--- src/ioc_consts.svh ---
// Purpose: Constants for the I/O input conditioning block
// Assumes: 100 MHz i_mclk, 16-bit register port, byte offsets as addresses
// Notes:   Offsets, fields, reset values and timing counts live here only
//
// Behaviour
// - Twelve channels, each usable as filtered input
// - Unfiltered: raw state sampled once per cycle
// - Filter runs on 200 us local tick
// - Level changes shorter than delay are ignored
// - Delay in 100 us units, clamp 250
// - Rising edges latched at 200 us resolution
// - Latch is reset-dominant set-reset flip-flop
// - One analog channel: ramp limiter then filter
// - Analog filter only when cycle exceeds 400 us
// - Active filter samples on 1 ms tick
// - Ramp limiting applied before filter stage
// - new = old - old/L + in/L, L=2^code
// - Filtered value converges over several updates
// - Ramp limit only with filter; step +/- limit
// - Ramp codes 1..7 give 0x3fff down to 0x00ff
`ifndef IOC_CONSTS_SVH
`define IOC_CONSTS_SVH

// ------------------------------------------------------------
// Timing
// ------------------------------------------------------------
`define IOC_CLK_PERIOD_NS 10
`define IOC_DTICK_NS 200000
`define IOC_ATICK_NS 1000000
`define IOC_DTICK_CYC (`IOC_DTICK_NS / `IOC_CLK_PERIOD_NS)
`define IOC_ATICK_CYC (`IOC_ATICK_NS / `IOC_CLK_PERIOD_NS)
`define IOC_MIN_CYCLE_US 16'h0190
`define IOC_DELAY_MAX 8'hfa

// ------------------------------------------------------------
// Register offsets
// ------------------------------------------------------------
`define IOC_OFS_DIN_LO 6'h00
`define IOC_OFS_DIN_HI 6'h01
`define IOC_OFS_AIN 6'h06
`define IOC_OFS_MASK_LO 6'h10
`define IOC_OFS_MASK_HI 6'h11
`define IOC_OFS_DFILT 6'h12
`define IOC_OFS_AFILT 6'h16
`define IOC_OFS_LATCH_LO 6'h1a
`define IOC_OFS_LATCH_HI 6'h1b
`define IOC_OFS_ACK_LO 6'h1c
`define IOC_OFS_ACK_HI 6'h1d
`define IOC_OFS_CYCLE 6'h20

// ------------------------------------------------------------
// Fields and reset values
// ------------------------------------------------------------
`define IOC_AF_LVL_LSB 0
`define IOC_AF_LVL_MSB 2
`define IOC_AF_RAMP_LSB 4
`define IOC_AF_RAMP_MSB 6
`define IOC_RAMP_BASE 16'h7fff
`define IOC_MASK_RST 12'h000
`define IOC_DFILT_RST 8'h00
`define IOC_AFILT_RST 8'h00
`define IOC_CYCLE_RST 16'h0000

`endif

--- src/ioc_pkg.sv ---
// Purpose: Shared types of the I/O input conditioning block
// Assumes: Constants come from ioc_consts.svh
// Notes:   Types only
package ioc_pkg;
	typedef logic [15:0] ioc_word_t;
	typedef logic [5:0] ioc_addr_t;
	typedef logic [7:0] ioc_delay_t;
	typedef logic [11:0] ioc_chan_t;
endpackage

--- src/ioc_din_chan.sv ---
// Purpose: One digital input channel: debounce filter and edge latch
// Assumes: i_level already synchronised, i_tick one cycle every 200 us
// Notes:   Delay setting arrives clamped
`timescale 1ns/10ps
`include "ioc_consts.svh"
module ioc_din_chan (
	input wire logic i_mclk,
	input wire logic i_rst,
	input wire logic i_tick,
	input wire logic i_level,
	input wire logic i_enable,
	input wire ioc_pkg::ioc_delay_t i_delay,
	input wire logic i_ack,
	input wire logic i_snap,
	output logic o_state,
	output logic o_latch
);
	logic filt_q;
	logic filt_d;
	logic [7:0] cnt_q;
	logic [7:0] cnt_d;
	logic state_q;
	logic latch_q;
	wire lvl = i_level & i_enable;
	wire bypass = (i_delay == 8'h00);
	// Ticks needed; odd settings round up since sampling is 200 us
	wire [7:0] need = 8'((9'(i_delay) + 9'h001) >> 1);
	wire differs = (lvl != filt_q);
	wire done = ((cnt_q + 8'h01) >= need);
	// Short pulses never reach the filtered state
	assign filt_d = !i_tick ? filt_q : (bypass || (differs && done)) ? lvl : filt_q;
	assign cnt_d = !i_tick ? cnt_q : (bypass || !differs || done) ? 8'h00 : cnt_q + 8'h01;
	// Rising edge seen only at tick resolution
	wire rise = i_tick & filt_d & ~filt_q;

	always_ff @(posedge i_mclk) begin
		if (i_rst) begin
			filt_q <= 1'b0;
			cnt_q <= 8'h00;
			state_q <= 1'b0;
			latch_q <= 1'b0;
		end else begin
			filt_q <= filt_d;
			cnt_q <= cnt_d;
			// Acknowledge wins over a coincident edge
			latch_q <= ~i_ack & (latch_q | rise);
			// Snapshot at the fixed offset; raw when unfiltered
			if (i_snap) begin
				state_q <= bypass ? lvl : filt_q;
			end
		end
	end

	assign o_state = state_q;
	assign o_latch = latch_q;
endmodule

--- src/ioc_top.sv ---
// Purpose: Input conditioning for twelve digital and one analog channel
// Assumes: i_net_sync and ADC signals are on i_mclk; i_din are pins
// Notes:   Register port: read data valid only in the cycle after i_rd
`timescale 1ns/10ps
`include "ioc_consts.svh"
module ioc_top #(
	parameter int unsigned P_DTICK_CYC = `IOC_DTICK_CYC,
	parameter int unsigned P_ATICK_CYC = `IOC_ATICK_CYC
) (
	input wire logic i_mclk,
	input wire logic i_rst,
	input wire ioc_pkg::ioc_chan_t i_din,
	input wire logic i_net_sync,
	input wire ioc_pkg::ioc_word_t i_adc_data,
	input wire logic i_adc_valid,
	input wire ioc_pkg::ioc_addr_t i_addr,
	input wire ioc_pkg::ioc_word_t i_wr_data,
	input wire logic i_wr,
	input wire logic i_rd,
	output ioc_pkg::ioc_word_t o_rd_data,
	output ioc_pkg::ioc_chan_t o_din_state,
	output ioc_pkg::ioc_chan_t o_din_latch,
	output ioc_pkg::ioc_word_t o_ain_value
);
	// ------------------------------------------------------------
	// Pin synchronisers
	// ------------------------------------------------------------
	ioc_pkg::ioc_chan_t sync1_q;
	ioc_pkg::ioc_chan_t sync2_q;
	ioc_pkg::ioc_chan_t sync3_q;
	ioc_pkg::ioc_chan_t pin_q;
	// A bit changes only once stages two and three agree
	wire [11:0] pin_d = (sync2_q & sync3_q) | (pin_q & (sync2_q ^ sync3_q));

	always_ff @(posedge i_mclk) begin
		if (i_rst) begin
			sync1_q <= 12'h000;
			sync2_q <= 12'h000;
			sync3_q <= 12'h000;
			pin_q <= 12'h000;
		end else begin
			sync1_q <= i_din;
			sync2_q <= sync1_q;
			sync3_q <= sync2_q;
			pin_q <= pin_d;
		end
	end

	// ------------------------------------------------------------
	// Local timebases
	// ------------------------------------------------------------
	// Free running, so they drift against the network cycle by design
	logic [16:0] dcnt_q;
	logic [16:0] acnt_q;
	wire dtick = (dcnt_q == 17'(P_DTICK_CYC - 1));
	wire atick = (acnt_q == 17'(P_ATICK_CYC - 1));

	always_ff @(posedge i_mclk) begin
		if (i_rst) begin
			dcnt_q <= 17'h00000;
			acnt_q <= 17'h00000;
		end else begin
			dcnt_q <= dtick ? 17'h00000 : dcnt_q + 17'h00001;
			acnt_q <= atick ? 17'h00000 : acnt_q + 17'h00001;
		end
	end

	// ------------------------------------------------------------
	// Register writes
	// ------------------------------------------------------------
	ioc_pkg::ioc_chan_t mask_q;
	ioc_pkg::ioc_delay_t dfilt_q;
	logic [7:0] afilt_q;
	ioc_pkg::ioc_chan_t ack_q;
	ioc_pkg::ioc_word_t cycle_q;
	wire wr_mask_lo = i_wr && (i_addr == `IOC_OFS_MASK_LO);
	wire wr_mask_hi = i_wr && (i_addr == `IOC_OFS_MASK_HI);
	wire wr_dfilt = i_wr && (i_addr == `IOC_OFS_DFILT);
	wire wr_afilt = i_wr && (i_addr == `IOC_OFS_AFILT);
	wire wr_ack_lo = i_wr && (i_addr == `IOC_OFS_ACK_LO);
	wire wr_ack_hi = i_wr && (i_addr == `IOC_OFS_ACK_HI);
	wire wr_cycle = i_wr && (i_addr == `IOC_OFS_CYCLE);
	wire [7:0] wr_byte = i_wr_data[7:0];
	// Oversized delay settings are held at the maximum
	wire [7:0] delay_clamped = (wr_byte > `IOC_DELAY_MAX) ? `IOC_DELAY_MAX : wr_byte;
	// Analog state must restart from the raw value on a new setting
	wire afilt_chg = wr_afilt && (wr_byte != afilt_q);

	always_ff @(posedge i_mclk) begin
		if (i_rst) begin
			mask_q <= `IOC_MASK_RST;
			dfilt_q <= `IOC_DFILT_RST;
			afilt_q <= `IOC_AFILT_RST;
			ack_q <= 12'h000;
			cycle_q <= `IOC_CYCLE_RST;
		end else begin
			if (wr_mask_lo) begin
				mask_q[7:0] <= wr_byte;
			end
			if (wr_mask_hi) begin
				mask_q[11:8] <= wr_byte[3:0];
			end
			if (wr_dfilt) begin
				dfilt_q <= delay_clamped;
			end
			if (wr_afilt) begin
				afilt_q <= wr_byte;
			end
			if (wr_ack_lo) begin
				ack_q[7:0] <= wr_byte;
			end
			if (wr_ack_hi) begin
				ack_q[11:8] <= wr_byte[3:0];
			end
			if (wr_cycle) begin
				cycle_q <= i_wr_data;
			end
		end
	end

	// ------------------------------------------------------------
	// Digital channels
	// ------------------------------------------------------------
	ioc_pkg::ioc_chan_t din_state;
	ioc_pkg::ioc_chan_t din_latch;

	// Mask bit set means the channel is used as an output
	for (genvar g = 0; g < 12; g++) begin : g_chan
		ioc_din_chan u_chan (
			.i_mclk(i_mclk),
			.i_rst(i_rst),
			.i_tick(dtick),
			.i_level(pin_q[g]),
			.i_enable(~mask_q[g]),
			.i_delay(dfilt_q),
			.i_ack(ack_q[g]),
			.i_snap(i_net_sync),
			.o_state(din_state[g]),
			.o_latch(din_latch[g])
		);
	end

	// ------------------------------------------------------------
	// Analog path
	// ------------------------------------------------------------
	ioc_pkg::ioc_word_t adc_q;
	ioc_pkg::ioc_word_t trk_q;
	ioc_pkg::ioc_word_t val_q;
	ioc_pkg::ioc_word_t ain_q;
	wire [2:0] lvl_code = afilt_q[`IOC_AF_LVL_MSB:`IOC_AF_LVL_LSB];
	wire [2:0] ramp_code = afilt_q[`IOC_AF_RAMP_MSB:`IOC_AF_RAMP_LSB];
	// Filter only for long enough network cycles
	wire flt_on = (lvl_code != 3'h0) && (cycle_q > `IOC_MIN_CYCLE_US);
	// Limit halves per code, 0x3fff at code 1 to 0x00ff at 7
	wire [15:0] lim = (ramp_code == 3'h0) ? 16'h0000 : (`IOC_RAMP_BASE >> ramp_code);
	wire signed [16:0] diff = $signed({adc_q[15], adc_q}) - $signed({trk_q[15], trk_q});
	wire signed [16:0] lim_s = $signed({1'b0, lim});
	// Step clamped to exactly plus or minus the limit
	wire [15:0] trk_new = (lim == 16'h0000) ? adc_q :
		(diff > lim_s) ? trk_q + lim :
		(diff < -lim_s) ? trk_q - lim : adc_q;
	// Shift by the level code: L = 2 to 128
	wire signed [16:0] old_s = $signed({val_q[15], val_q});
	wire signed [16:0] new_s = $signed({trk_new[15], trk_new});
	wire signed [16:0] step = old_s - (old_s >>> lvl_code) + (new_s >>> lvl_code);

	always_ff @(posedge i_mclk) begin
		if (i_rst) begin
			adc_q <= 16'h0000;
			trk_q <= 16'h0000;
			val_q <= 16'h0000;
			ain_q <= 16'h0000;
		end else begin
			if (i_adc_valid) begin
				adc_q <= i_adc_data;
			end
			if (afilt_chg) begin
				// New setting starts from the raw sample
				trk_q <= adc_q;
				val_q <= adc_q;
			end else if (!flt_on) begin
				// Bypass passes raw conversions straight through
				trk_q <= adc_q;
				val_q <= adc_q;
			end else if (atick) begin
				// 1 ms timebase; limiter output feeds the filter
				trk_q <= trk_new;
				// Moves by a fraction per step, never a full jump
				val_q <= 16'(step);
			end
			if (i_net_sync) begin
				ain_q <= val_q;
			end
		end
	end

	// ------------------------------------------------------------
	// Register reads
	// ------------------------------------------------------------
	ioc_pkg::ioc_word_t rd_q;
	wire [15:0] rd_mux =
		(i_addr == `IOC_OFS_DIN_LO) ? {8'h00, din_state[7:0]} :
		(i_addr == `IOC_OFS_DIN_HI) ? {12'h000, din_state[11:8]} :
		(i_addr == `IOC_OFS_AIN) ? ain_q :
		(i_addr == `IOC_OFS_MASK_LO) ? {8'h00, mask_q[7:0]} :
		(i_addr == `IOC_OFS_MASK_HI) ? {12'h000, mask_q[11:8]} :
		(i_addr == `IOC_OFS_DFILT) ? {8'h00, dfilt_q} :
		(i_addr == `IOC_OFS_AFILT) ? {8'h00, afilt_q} :
		(i_addr == `IOC_OFS_LATCH_LO) ? {8'h00, din_latch[7:0]} :
		(i_addr == `IOC_OFS_LATCH_HI) ? {12'h000, din_latch[11:8]} :
		(i_addr == `IOC_OFS_ACK_LO) ? {8'h00, ack_q[7:0]} :
		(i_addr == `IOC_OFS_ACK_HI) ? {12'h000, ack_q[11:8]} :
		(i_addr == `IOC_OFS_CYCLE) ? cycle_q : 16'h0000;

	always_ff @(posedge i_mclk) begin
		if (i_rst) begin
			rd_q <= 16'h0000;
		end else begin
			rd_q <= i_rd ? rd_mux : 16'h0000;
		end
	end

	assign o_rd_data = rd_q;
	assign o_din_state = din_state;
	assign o_din_latch = din_latch;
	assign o_ain_value = ain_q;
endmodule

--- config.mk ---
export PLATFORM = sky130hd
export DESIGN_NAME = ioc_top
export DESIGN_NICKNAME = d
export VERILOG_FILES = /design/src/ioc_pkg.sv /design/src/ioc_din_chan.sv /design/src/ioc_top.sv
export VERILOG_INCLUDE_DIRS = /design/src
export SDC_FILE = /design/constraint.sdc
export NUM_CORES = 1
export LEC_CHECK = 0
export BUFFER_PORTS_ARGS = -buffer_cell sky130_fd_sc_hd__buf_2
export CORE_MARGIN = 8
export CORE_UTILIZATION = 59
export CTS_BUF_LIST = sky130_fd_sc_hd__clkbuf_2 sky130_fd_sc_hd__clkbuf_4 sky130_fd_sc_hd__clkbuf_8
export CTS_CLUSTER_DIAMETER = 150
export DETAILED_ROUTE_END_ITERATION = 12
export GPL_TIMING_DRIVEN = 1
export PLACE_DENSITY_LB_ADDON = 0.08
export SYNTH_ARGS = -nofsm -noshare
export SYNTH_HDL_FRONTEND = slang
export SYNTH_SLANG_ARGS = --single-unit
--- constraint.sdc ---
create_clock -name i_mclk -period 17.4 [get_ports i_mclk]
set_clock_uncertainty 0.2 [all_clocks]
set_input_delay 0 -clock i_mclk [delete_from_list [all_inputs] [get_ports i_mclk]]
set_output_delay 0 -clock i_mclk [all_outputs]
set_load 0.05 [all_outputs]
Word level (Yosys, flattened, before mapping)
Cells that the tools add are included.

word-level totals
  bits in registers = 350
  bits in latches = 0
  memory bits (writable) = 0
  ROM bits = 0
  bits of input ports = 56
  logic and storage cells = 384
  memories kept = 0

operators by class
  $add $sub $neg = 21
  multipliers = 0
  div/mod/pow operators = 0
  $lt $le $gt $ge = 16
  equal/unequal tests = 27
  shift operators = 3
  multiplexer cells = 71
  bitwise operators = 101
  reduce and logical (&&, ||, !) cells = 78

operator list
  operator                 count
  $mux W16                 20
  $mux W8                  15
  $add A8 B1 Y8 const B    12
  $ge A8 B8 Y1             12
  $and A1 B1 Y1            48
  $eq A6 B5 Y1 const B     8
  $not A1 Y1               37
  $logic_or A1 B1 Y1       36
  $mux W1                  36
  $add A17 B1 Y17 const B  2
  $add A16 B16 Y16         2
  $sshr A16 B3 Y16         2
  $sub A16 B16 Y16         2
  $and A12 B12 Y12         2
  $logic_and A1 B1 Y1      21
  $eq A17 B15 Y1 const B   1
  $eq A17 B17 Y1 const B   1
  $gt A17 B17 Y1           1
  $lt A17 B17 Y1           1
  $neg A16 Y17             1
  $sub A16 B16 Y17         1
  $gt A16 B9 Y1 const B    1
  $logic_not A16 Y1        1
  $shr A15 B3 Y16 const A  1
  18 further kinds         53

Longest topological paths before layout
Gate-level depths: netlist of the first run.

  word-level depth = 13
  mapped depth = 41
  gate-level depth less buffers = 39

Cells and area by module
A second synthesis of the first run with hierarchy kept.

unflattened totals
  cell total of the unflattened synthesis = 2820
  area total of the unflattened synthesis = 24512.3 sq um

by module, submodules not included
  module        instances  cells each  area an instance (sq um)  seq. area each (sq um)
  ioc_top       1          1752        14182.4                   4364.2
  ioc_din_chan  12         89          860.8                     220.2

Worst setup path before layout of the first run
OpenSTA, ideal clock, no wires.

  path kind = flip-flop to flip-flop
  from = reg afilt_q[5]
  to = reg val_q[14]
  library setup time = 86 ps
  arrival time = 7928 ps
  data required time = 17114 ps
  path slack = 9187 ps
  stages on the path, launching flop included = 35
  period minus slack after synthesis = 8213 ps
  cells stage by stage = dfxtp_1 > clkbuf_1 > or2_2 > inv_1 > ha_1 > clkbuf_1 > inv_1 > clkbuf_1 > nand2_1 > ha_1 > a2111oi_0 > a311o_1 > inv_1 > or4_4 > a211o_2 > nand2_2 > buf_6 > a21oi_1 > o2bb2ai_1 > o21a_1 > mux4_2 > fa_1 > inv_1 > fa_1 > a21oi_1 > o21bai_1 > a21o_1 > a21o_1 > a21oi_1 > o21ai_0 > o41ai_1 > o21ai_0 > xor2_1 > mux2i_1 > a211oi_1

on the way
  longest elaborated chain between the ends = 12
  elaborated cells between the ends (all ways) = 20

RTL lines
  element                                                               RTL line        text
  start, declared                                                       ioc_top.sv:73   logic [7:0] afilt_q;
  start signal, assigned                                                ioc_top.sv:93   afilt_q <= `IOC_AFILT_RST;
  start signal, assigned                                                ioc_top.sv:107  afilt_q <= wr_byte;
  $shr A15 B3 Y16 (no source line) or $logic_not A3 Y1 (tied branches)  -
  $mux W16                                                              ioc_top.sv:155  wire [15:0] lim = (ramp_code == 3'h0) ? 16'h0000 : (`IOC_RAMP_BASE >> ramp_code);
  $neg A16 Y17                                                          ioc_top.sv:161  (diff < -lim_s) ? trk_q - lim : adc_q;
  $lt A17 B17 Y1                                                        ioc_top.sv:161
  $mux W16                                                              ioc_top.sv:161
  $mux W16                                                              ioc_top.sv:160  (diff > lim_s) ? trk_q + lim :
  $mux W16                                                              ioc_top.sv:159  wire [15:0] trk_new = (lim == 16'h0000) ? adc_q :
  $sshr A16 B3 Y16                                                      ioc_top.sv:165  wire signed [16:0] step = old_s - (old_s >>> lvl_code) + (new_s >>> lvl_code);
  $add A16 B16 Y16                                                      ioc_top.sv:165
  $mux W16                                                              ioc_top.sv:185  end else if (atick) begin
  $mux W16                                                              ioc_top.sv:181  end else if (!flt_on) begin
  $mux W16                                                              ioc_top.sv:177  if (afilt_chg) begin
  end signal, assigned                                                  ioc_top.sv:180  val_q <= adc_q;
  end signal, assigned                                                  ioc_top.sv:184  val_q <= adc_q;
  end signal, assigned                                                  ioc_top.sv:189  val_q <= 16'(step);
  end, declared                                                         ioc_top.sv:148  ioc_pkg::ioc_word_t val_q;

Several ways; a longest one is shown, not always the timed one. The select of a mux whose other input is x is not followed.
A chain may end at the register's enable or synchronous reset.

Final worst setup path of the first run
  from = reg adc_q[0]
  to = reg val_q[14]

on the way
  longest elaborated chain between the ends = 10
  elaborated cells between the ends (all ways) = 11

RTL lines
  element                 RTL line        text
  start, declared         ioc_top.sv:146  ioc_pkg::ioc_word_t adc_q;
  start signal, assigned  ioc_top.sv:175  adc_q <= i_adc_data;
  $sub A16 B16 Y17        ioc_top.sv:156  wire signed [16:0] diff = $signed({adc_q[15], adc_q}) - $signed({trk_q[15], trk_q});
  $lt A17 B17 Y1          ioc_top.sv:161
  $mux W16                ioc_top.sv:161
  $mux W16                ioc_top.sv:160
  $mux W16 *              ioc_top.sv:159
  $sshr A16 B3 Y16 *      ioc_top.sv:165
  $add A16 B16 Y16 *      ioc_top.sv:165
  $mux W16 *              ioc_top.sv:185
  $mux W16 *              ioc_top.sv:181
  $mux W16 *              ioc_top.sv:177

Mark *: on every way between the ends. The rest lies on a longest branch, timed or not. The select of a mux whose other input is x is not followed.

==> results.toml, run 1 <==
[sta]
rsz0062_at_grt = "no"
worstMarginPinSlew_ns = 1.28
period_needed_ns = 10.14
finalMaxSlewViolations = 0
tns_ns = 0
timing.slew.headroom_pct = 14.3
setup_violations = 0
fmax_mhz = 98.6
hold_viol_final = 0
fin_crit_sh_pct = 58.3

[setup_path]
ff2ff_setup_slack_ns = 7.26
startpoint_type = "flop"
startpoint = "adc_q[0]"
cp_max_fo = 16
rr_endpoint = "val_q[14]"
slowest_stage = "o31a_1"
crit_required_ns = 17.78
cp.arrival_ns = 10.52
path_class = "reg -> reg"
r2r_cells = 34
timing.rr.start = "adc_q[0]"
endpoint = "val_q[14]"
slowest_delay_ns = 0.64
critical_path.most_common_cell = "a21oi_1"
cp-end-kind = "flop"

[detailed_routing]
via_per_inst = 5.86
drt_iter0_drc = 1674
wl_per_cell_um = 19.4
vias = 20423
postRouteAntennaNets = 0
routed_wl_um = 67500
drcViolationCount = 0
firstDrtPassIters = 6

[global_routing]
first_global_vias = 19681
grt_start_max_net_pins = 87
track_usage_pct = 29.7
grt_overflow = 0
grt_pass1_wl_um = 107000
antenna_found_initial = 8

[layout]
finalNonFillerCells = 3484
syn2layout_area_growth_pct = 15.7
final_nets = 3206
nFillCells = 3106
finish.instance_area_um2 = 25900
drive_gt1_share_pct = 10.0

[floorplan]
start_util_pct = 59.7
die_y_um = 211
die_w_um = 211
num_io_pins = 112
core_area_um2 = 37500
dieArea_um2 = 44500
rows = 71

[pwr]
cellLeakagePower_uw = 0.0112
p_per_area_nw_per_um2 = 76.8
ir_drop_mv = 0.0822

[logic_synthesis]
ys_top_cells_by_area = "dfxtp_1 (31%), ha_1 (12%), nand2_1 (6.5%)"
postSynthAreaPerCell_um2 = 8.18
yosysSeqAreaShare_pct = 31.3
synth_cells = 2738
yosysMostFrequentCell = "nand2_1"
ys.flop_type = "dfxtp_1"
yosysWarnings = 0
syn_area_um2 = 22400
synth-edff-count = 0
yosys_register_bits = 350
synth_commonest_cells = "nand2_1 (388), dfxtp_1 (350), nor2_1 (244)"
synth_cell_types = 87
synth_top_area_share_pct = 31.3
synth_top_cell_by_area = "dfxtp_1"
ys_async_sr_fraction_pct = 0
syn_nets = 3022

[clocking]
numCtsBuffers = 61
clk_latency_ns = 0.69
clk_pin_slew_worst_paths_ns = 0.07
cts_resized = 0
cts_buffer_depth = 3
cts-root-buf = "clkbuf_8"
cts_tree = "done"
numClockSinks = 350
htree_num_levels = 2

[place]
place_hpwl_um = 48600
io_buffers = 111
placed_area_um2 = 23100
place.gp.congestion = 1.01
dp_cells = 3225

[hold_path]
hold_path.class = "in -> reg"

[status]
status = "completed"

[flow_run]
drv_cap = 0
==> kinds of logic (layout without fill, tap and decap cells) <==
logic type	Yosys count	count (layout)	share of synthesized area [%]
AOI/OAI and AO/OA	529	529	15.6
xor gates and xnor gates	177	177	6.92
muxes	124	124	5.92
and+or+nand+nor	1041	1041	21.5
buffers and inverters	289	520	5.39
other	0	4	0
DFF	350	350	31.3
adders and majority gates	228	228	13.3
==> worst max-delay path, delay by kind of cell (launching register included) <==
kind | cells | cell delay [ns]
AO/OA/AOI/OAI | 17 | 4.80
adder cells (fa/ha/maj) | 5 | 2.06
AND/OR/NAND/NOR | 4 | 0.89
buffers and inverters | 4 | 0.81
multiplexers | 3 | 0.72
flip-flops | 1 | 0.37
XOR/XNOR | 1 | 0.15
==> cells in the final DEF (no fill, tap or decap), types with 6 or more instances in the layout <==
master           n
buf_2          110
o21ai_1          6
a41oi_1         13
clkbuf_4        16
a211oi_1        34
clkinv_2        10
and2_1          10
o21bai_1        14
buf_4           25
a221oi_1         9
a21o_1          63
fa_1            18
or3_1           19
xor2_1          78
ha_1           210
clkbuf_8        77
a22oi_1         22
nand3_1         90
nor2b_1         67
o31ai_1          8
mux2i_1        110
nand4_1         16
mux2_2           8
nor2_1         243
o21a_1           6
dlygate4sd3_1  145
dfxtp_1        350
o211ai_1        13
o21ai_0         98
a21oi_1        160
inv_1          126
a31oi_1         17
nand2_1        388
and3_1          20
nand2b_1       102
xnor2_1         99
mux4_2           6
nor4_1          14
a222oi_1         7
nor3_1          35
==> worst min path at each step <==
stage	start	endpoint	slack, ns	cells past startpoint
floorplan	i_din[0]	sync1_q[0]	-0.07	1
global placement	i_din[6]	sync1_q[6]	0.01	2
detailed placement	i_din[2]	sync1_q[2]	0.01	2
CTS	i_wr_data[7]	dfilt_q[7]	0.02	4
global route	i_wr_data[7]	dfilt_q[7]	0.06	4
finish	i_wr_data[6]	afilt_q[6]	0.08	4
==> cell type report <==
type                            instances  area [µm²]  share of cell area [%]
Clock inverter                         17         148                   0.570
Clock buffer                           93        1180                    4.55
Antenna cell                            4        10.0                  0.0386
Inverter                              129         484                    1.87
Multi-Input combinational cell       2099       14200                    55.0
Timing Repair Buffer                  281        2200                    8.50
Sequential cell                       350        7010                    27.0
Tap cell                              511         639                    2.47
==> where the power goes <==
part	leakage, µW	switching, µW	internal [µW]
registers	0.00284	16.5	814
logic	0.00764	203	138
clock network	0.000706	365	451
total	0.0112	585	1400
==> flip-flops by register name (all words and copies together) (netlist names), 16 cells and up <==
name	count
dcnt_q	17
o_rd_data	16
adc_q	16
g_chan.u_chan.cnt_q	96
val_q	16
acnt_q	17
cycle_q	16
o_ain_value	16
trk_q	16
==> metrics by stage <==
stage	util, %	hold slack, ns	power [µW]	setup slack (ns)
floorplan	-	-0.0718	1070	9.19
global route	69.1	0.0645	2070	6.53
CTS	69.1	0.0169	1990	7.43
global placement	61.7	0.00998	1150	7.69
detailed placement	61.7	0.0146	1150	7.48
finish	69.1	0.0842	1990	7.26
==> timing repair <==
action,in CTS,in global routing
setup buffers,0,0
hold endpoints to repair,221,0
hold buffers,145,0
==> metal layers <==
metal	wire length, µm	GRT usage (%)
met1	29600	39.2
met2	30500	48.1
met5	39	0
met4	2200	10.6
met3	5180	5.82
Power figures use the tool's default switching activity.
==> inputs of run 2 (changes only) <==
==> constraint.sdc (replaced) <==
create_clock -name i_mclk -period 9.4 [get_ports i_mclk]
set_clock_uncertainty 0.2 [all_clocks]
set_input_delay 0 -clock i_mclk [delete_from_list [all_inputs] [get_ports i_mclk]]
set_output_delay 0 -clock i_mclk [all_outputs]
set_load 0.05 [all_outputs]
==> results.toml, run 2 (synthesis results as in run 1) <==
[setup_path]
rr_endpoint = "val_q[14]"
endpoint = "val_q[14]"
crit_required_ns = 9.77
path_class = "reg -> reg"
startpoint = "adc_q[0]"
path_buf_inv = 3
ff2ff_setup_slack_ns = 0.55
startpoint_type = "flop"
cp_max_fo = 12
cp-end-kind = "flop"
timing.rr.start = "adc_q[0]"
slowest_stage = "or4_4"
slowest_delay_ns = 0.50
r2r_cells = 32
critical_path_cell_count = 32
cpLargestDelayFamily = "compound AO/OA/AOI/OAI gates"
cp.arrival_ns = 9.22

[sta]
timing.slew.headroom_pct = 25.6
rsz0062_at_grt = "no"
period_needed_ns = 8.85
tns_ns = 0
setup_violations = 0
hold_viol_final = 0
fmax_mhz = 113
finalMaxSlewViolations = 0
worstMarginPinSlew_ns = 1.12
fin_crit_sh_pct = 94.2

[global_routing]
grt_pass1_wl_um = 107000
grt_start_max_net_pins = 98
track_usage_pct = 29.9
grt_overflow = 0
first_global_vias = 19698
antenna_found_initial = 7

[floorplan]
num_io_pins = 112
rows = 71
core_area_um2 = 37500
dieArea_um2 = 44500
die_y_um = 211
start_util_pct = 59.7
die_w_um = 211

[detailed_routing]
firstDrtPassIters = 7
routed_wl_um = 68000
drcViolationCount = 0
drt_iter0_drc = 1856
postRouteAntennaNets = 0
wl_per_cell_um = 19.5
via_per_inst = 5.81
vias = 20263

[clocking]
htree_num_levels = 2
cts_buffer_depth = 3
clk_latency_ns = 0.68
cts_tree = "done"
clk_pin_slew_worst_paths_ns = 0.07
numClockSinks = 350
numCtsBuffers = 59
cts-root-buf = "clkbuf_8"

[place]
dp_cells = 3236
io_buffers = 111
place_hpwl_um = 48800
place.gp.congestion = 0.969

[pwr]
p_per_area_nw_per_um2 = 142
ir_drop_mv = 0.138
cellLeakagePower_uw = 0.0112

[layout]
top_register = "g_chan.u_chan.cnt_q"
layout_common_cells = "nand2_1 (388), dfxtp_1 (350), nor2_1 (243), ha_1 (210), a21oi_1 (159)"
nFillCells = 3102
finalNonFillerCells = 3485
syn2layout_area_growth_pct = 15.9
largest_reg_flops = 96
final_common_cell = "nand2_1"
final_nets = 3213
reg_top3 = "g_chan.u_chan.cnt_q (96), acnt_q (17), dcnt_q (17)"
drive_gt1_share_pct = 10.5

[hold_path]
hold_path.class = "in -> reg"

[status]
status = "completed"

[flow_run]
drv_cap = 0
[run 2: cell types whose count changed in the layout (fill, tap and decap cells not counted), moves of 2 or more]
cell           previous run  this run
a211oi_1                 34        31
dlygate4sd3_1           145       142
clkbuf_4                 16        14
a211oi_2                  2         4
diode_2                   4         1
buf_4                    25        37
inv_12                    2         0
[run 2: worst register-to-register path, delay by kind of cell, from the launching register on]
| kind | cells | cell delay (ns) |
|---|---|---|
| xor+xnor | 2 | 0.42 |
| flops | 1 | 0.35 |
| simple gates | 2 | 0.70 |
| compound gates | 17 | 4.29 |
| mux | 3 | 0.71 |
| fa+ha+maj | 5 | 1.90 |
| buf+inv | 3 | 0.19 |
[run 2: routing by layer]
layer	part of all wire [%]	routed length, µm	GRT usage (%)
met5	0.088	60	0
met4	3.4	2330	10.5
met3	8.1	5470	6.87
met2	44	30100	47.9
met1	44	30000	39.2
[run 2: final cells by class]
class                   count  area (µm²)  area share, %
multi-input cells        2099       14300           55.0
well taps                 511         639           2.46
inverters                 129         484           1.86
repair buffers            290        2260           8.71
clock buffers              90        1150           4.43
diodes                      1        2.50        0.00964
flip-flops and latches    350        7010           27.0
clock inverters            15         140          0.540
[run 2: worst min-delay path by stage]
stage	start	end	slack, ns	depth (start not counted)
after floorplan	i_din[0]	sync1_q[0]	-0.07	1
after global placement	i_din[6]	sync1_q[6]	0.02	2
after detailed placement	i_din[2]	sync1_q[2]	0.02	2
after CTS	i_wr_data[7]	cycle_q[7]	0.03	4
after global routing	i_wr_data[6]	cycle_q[6]	0.07	4
final	i_rst	acnt_q[2]	0.09	3
[run 2: through the flow]
| step | hold WS [ns] | utilization, % | total power, µW | worst slack [ns] | instance area, µm² |
|---|---|---|---|---|---|
| CTS | 0.0310 | 69.1 | 3680 | 0.354 | 25900 |
| global placement | 0.0155 | 61.9 | 2130 | 0.709 | 23200 |
| detailed placement | 0.0165 | 61.9 | 2140 | 0.450 | 23200 |
| finish | 0.0904 | 69.3 | 3680 | 0.546 | 26000 |
| floorplan | -0.0718 | - | 1990 | 1.19 | 22400 |
| global route | 0.0653 | 69.3 | 3840 | 0.0481 | 26000 |
[run 2: repair_timing]
action,4_1_cts,5_1_grt
hold buffers,142,0
buffers inserted,0,1
resized for setup,0,10
setup endpoints to repair,0,4
endpoints found under the hold margin,200,0
[run 2: power breakdown]
group          leakage [µW]  internal, µW  total, µW  switching, µW
combinational       0.00768           266        649            383
clock              0.000690           835       1500            663
sequential          0.00284          1510       1540           29.9
==> inputs of run 3 (changes only) <==
--- a/config.mk
+++ b/config.mk
@@ -8,7 +8,7 @@
 export LEC_CHECK = 0
 export BUFFER_PORTS_ARGS = -buffer_cell sky130_fd_sc_hd__buf_2
 export CORE_MARGIN = 8
-export CORE_UTILIZATION = 59
+export CORE_UTILIZATION = 40
 export CTS_BUF_LIST = sky130_fd_sc_hd__clkbuf_2 sky130_fd_sc_hd__clkbuf_4 sky130_fd_sc_hd__clkbuf_8
 export CTS_CLUSTER_DIAMETER = 150
 export DETAILED_ROUTE_END_ITERATION = 12
==> results.toml, run 3 (synthesis results as in run 1) <==
[status]
status = "completed"

[layout]
reg_top3 = "g_chan.u_chan.cnt_q (96), acnt_q (17), dcnt_q (17)"
top_register = "g_chan.u_chan.cnt_q"
final_nets = 3203
register_area_um2 = 7010
largest_reg_flops = 96
drive_gt1_share_pct = 11.0
nFillCells = 5342
final_common_cell = "nand2_1"
multi_input_area_um2 = 14300
syn2layout_area_growth_pct = 17.5
layout_common_cells = "nand2_1 (388), dfxtp_1 (350), nor2_1 (243), ha_1 (209), a21oi_1 (160)"
postLayoutCoreUtil_pct = 47.7

[setup_path]
startpoint_type = "flop"
slowest_stage = "mux4_2"
path_class = "reg -> reg"
cp_max_fo = 12
crit_required_ns = 9.75
cp.arrival_ns = 9.29
timing.rr.start = "adc_q[0]"
r2r_cells = 32
ff2ff_setup_slack_ns = 0.46
cp-end-kind = "flop"
rr_endpoint = "val_q[14]"
cpLargestDelayFamily = "compound AO/OA/AOI/OAI gates"
path_buf_inv = 3
slowest_delay_ns = 0.52

[detailed_routing]
postRouteAntennaNets = 0
drt_iter0_drc = 1286
drcViolationCount = 0
vias = 19863
routed_wl_um = 73600
via_per_inst = 5.34
firstDrtPassIters = 6
wl_per_cell_um = 19.8

[place]
place_ws_ns = 0.429
io_buffers = 111
place.gp.congestion = 0.914
place_hpwl_um = 53500

[global_routing]
grt_start_max_net_pins = 89
first_global_vias = 19522
track_usage_pct = 22.7
antenna_found_initial = 2
grt_pass1_wl_um = 114000
grt_overflow = 0

[sta]
fin_crit_sh_pct = 95.1
tns_ns = 0
finalMaxSlewViolations = 0
fmax_mhz = 112
worstMarginPinSlew_ns = 1.18
setup_violations = 0
worst_slack_ns = 0.458
hold_viol_final = 0
period_needed_ns = 8.94
finalHoldWorstSlack_ns = 0.0518
timing.slew.headroom_pct = 21.3
rsz0062_at_grt = "no"

[hold_path]
hold_end = "cycle_q[9]"
holdPathStages = 4
worstHoldStart = "i_wr_data[9]"
hold_path.class = "in -> reg"

[clocking]
clk_pin_slew_worst_paths_ns = 0.07
cts-root-buf = "clkbuf_8"
cts_setup_buffers = 0
clk_latency_ns = 0.66
numCtsBuffers = 69
numClockSinks = 350
htree_num_levels = 3
cts_buffer_depth = 3
cts_tree = "done"

[pwr]
power.total_uw = 3860
cellLeakagePower_uw = 0.0112
p_per_area_nw_per_um2 = 147
ir_drop_mv = 0.0864

[floorplan]
start_util_pct = 40.6
rows = 86
num_io_pins = 112
die_w_um = 253
core_area_um2 = 55200
dieArea_um2 = 63800
die_y_um = 253

[flow_run]
drv_cap = 0
run 3: layer usage:
layer	vias to the layer above	part of all wire (%)	GRT usage (%)
met3	145	5.3	4.01
met4	0	3.0	7.46
met1	9369	44	28.4
met5	-	0	0
li1	9793	-	-
met2	556	48	39.1
run 3: report_power, final:
group	internal, µW	switching [µW]
registers	1510	28.1
logic	260	384
clock network	966	717
total	2730	1130
run 3: area by class of cell:
type,instances,share of cell area [%]
antenna,2,0.0190
clock inverter,16,0.518
timing repair buffer,270,7.86
clock buffer,107,5.24
tap,748,3.56
sequential,350,26.6
multi-input combinational,2099,54.3
inverter,129,1.84
run 3: how the worst max path moves through the flow:
stage,start,end,slack (ns),cells after the start
final,adc_q[0],val_q[14],0.46,32
after global routing,adc_q[0],val_q[15],0.03,33
after CTS,adc_q[0],val_q[14],0.37,34
after detailed placement,adc_q[0],val_q[14],0.43,34
after global placement,adc_q[0],val_q[14],0.54,32
after floorplan,afilt_q[5],val_q[14],1.19,34
run 3: worst register-to-register path, delay by kind of cell (launching register included):
family / cells / cell delay [ns]
flip-flops: 1 / 0.37
buffers and inverters: 3 / 0.19
adder cells (fa/ha/maj): 5 / 1.91
XOR/XNOR: 2 / 0.42
AO/OA/AOI/OAI: 17 / 4.29
AND/OR/NAND/NOR: 2 / 0.70
multiplexers: 3 / 0.74
run 3: repair_timing:
action	4_1_cts	5_1_grt
endpoints found under the hold margin	176	0
gates resized for setup	0	5
setup endpoints to repair	0	2
hold buffers	125	0
run 3: metrics by stage:
step                      cells  instance area [µm²]
final                      3721                26300
after global routing       3719                26300
after global placement     3471                23500
after detailed placement   3471                23500
after floorplan            2738                22400
after CTS                  3719                26300
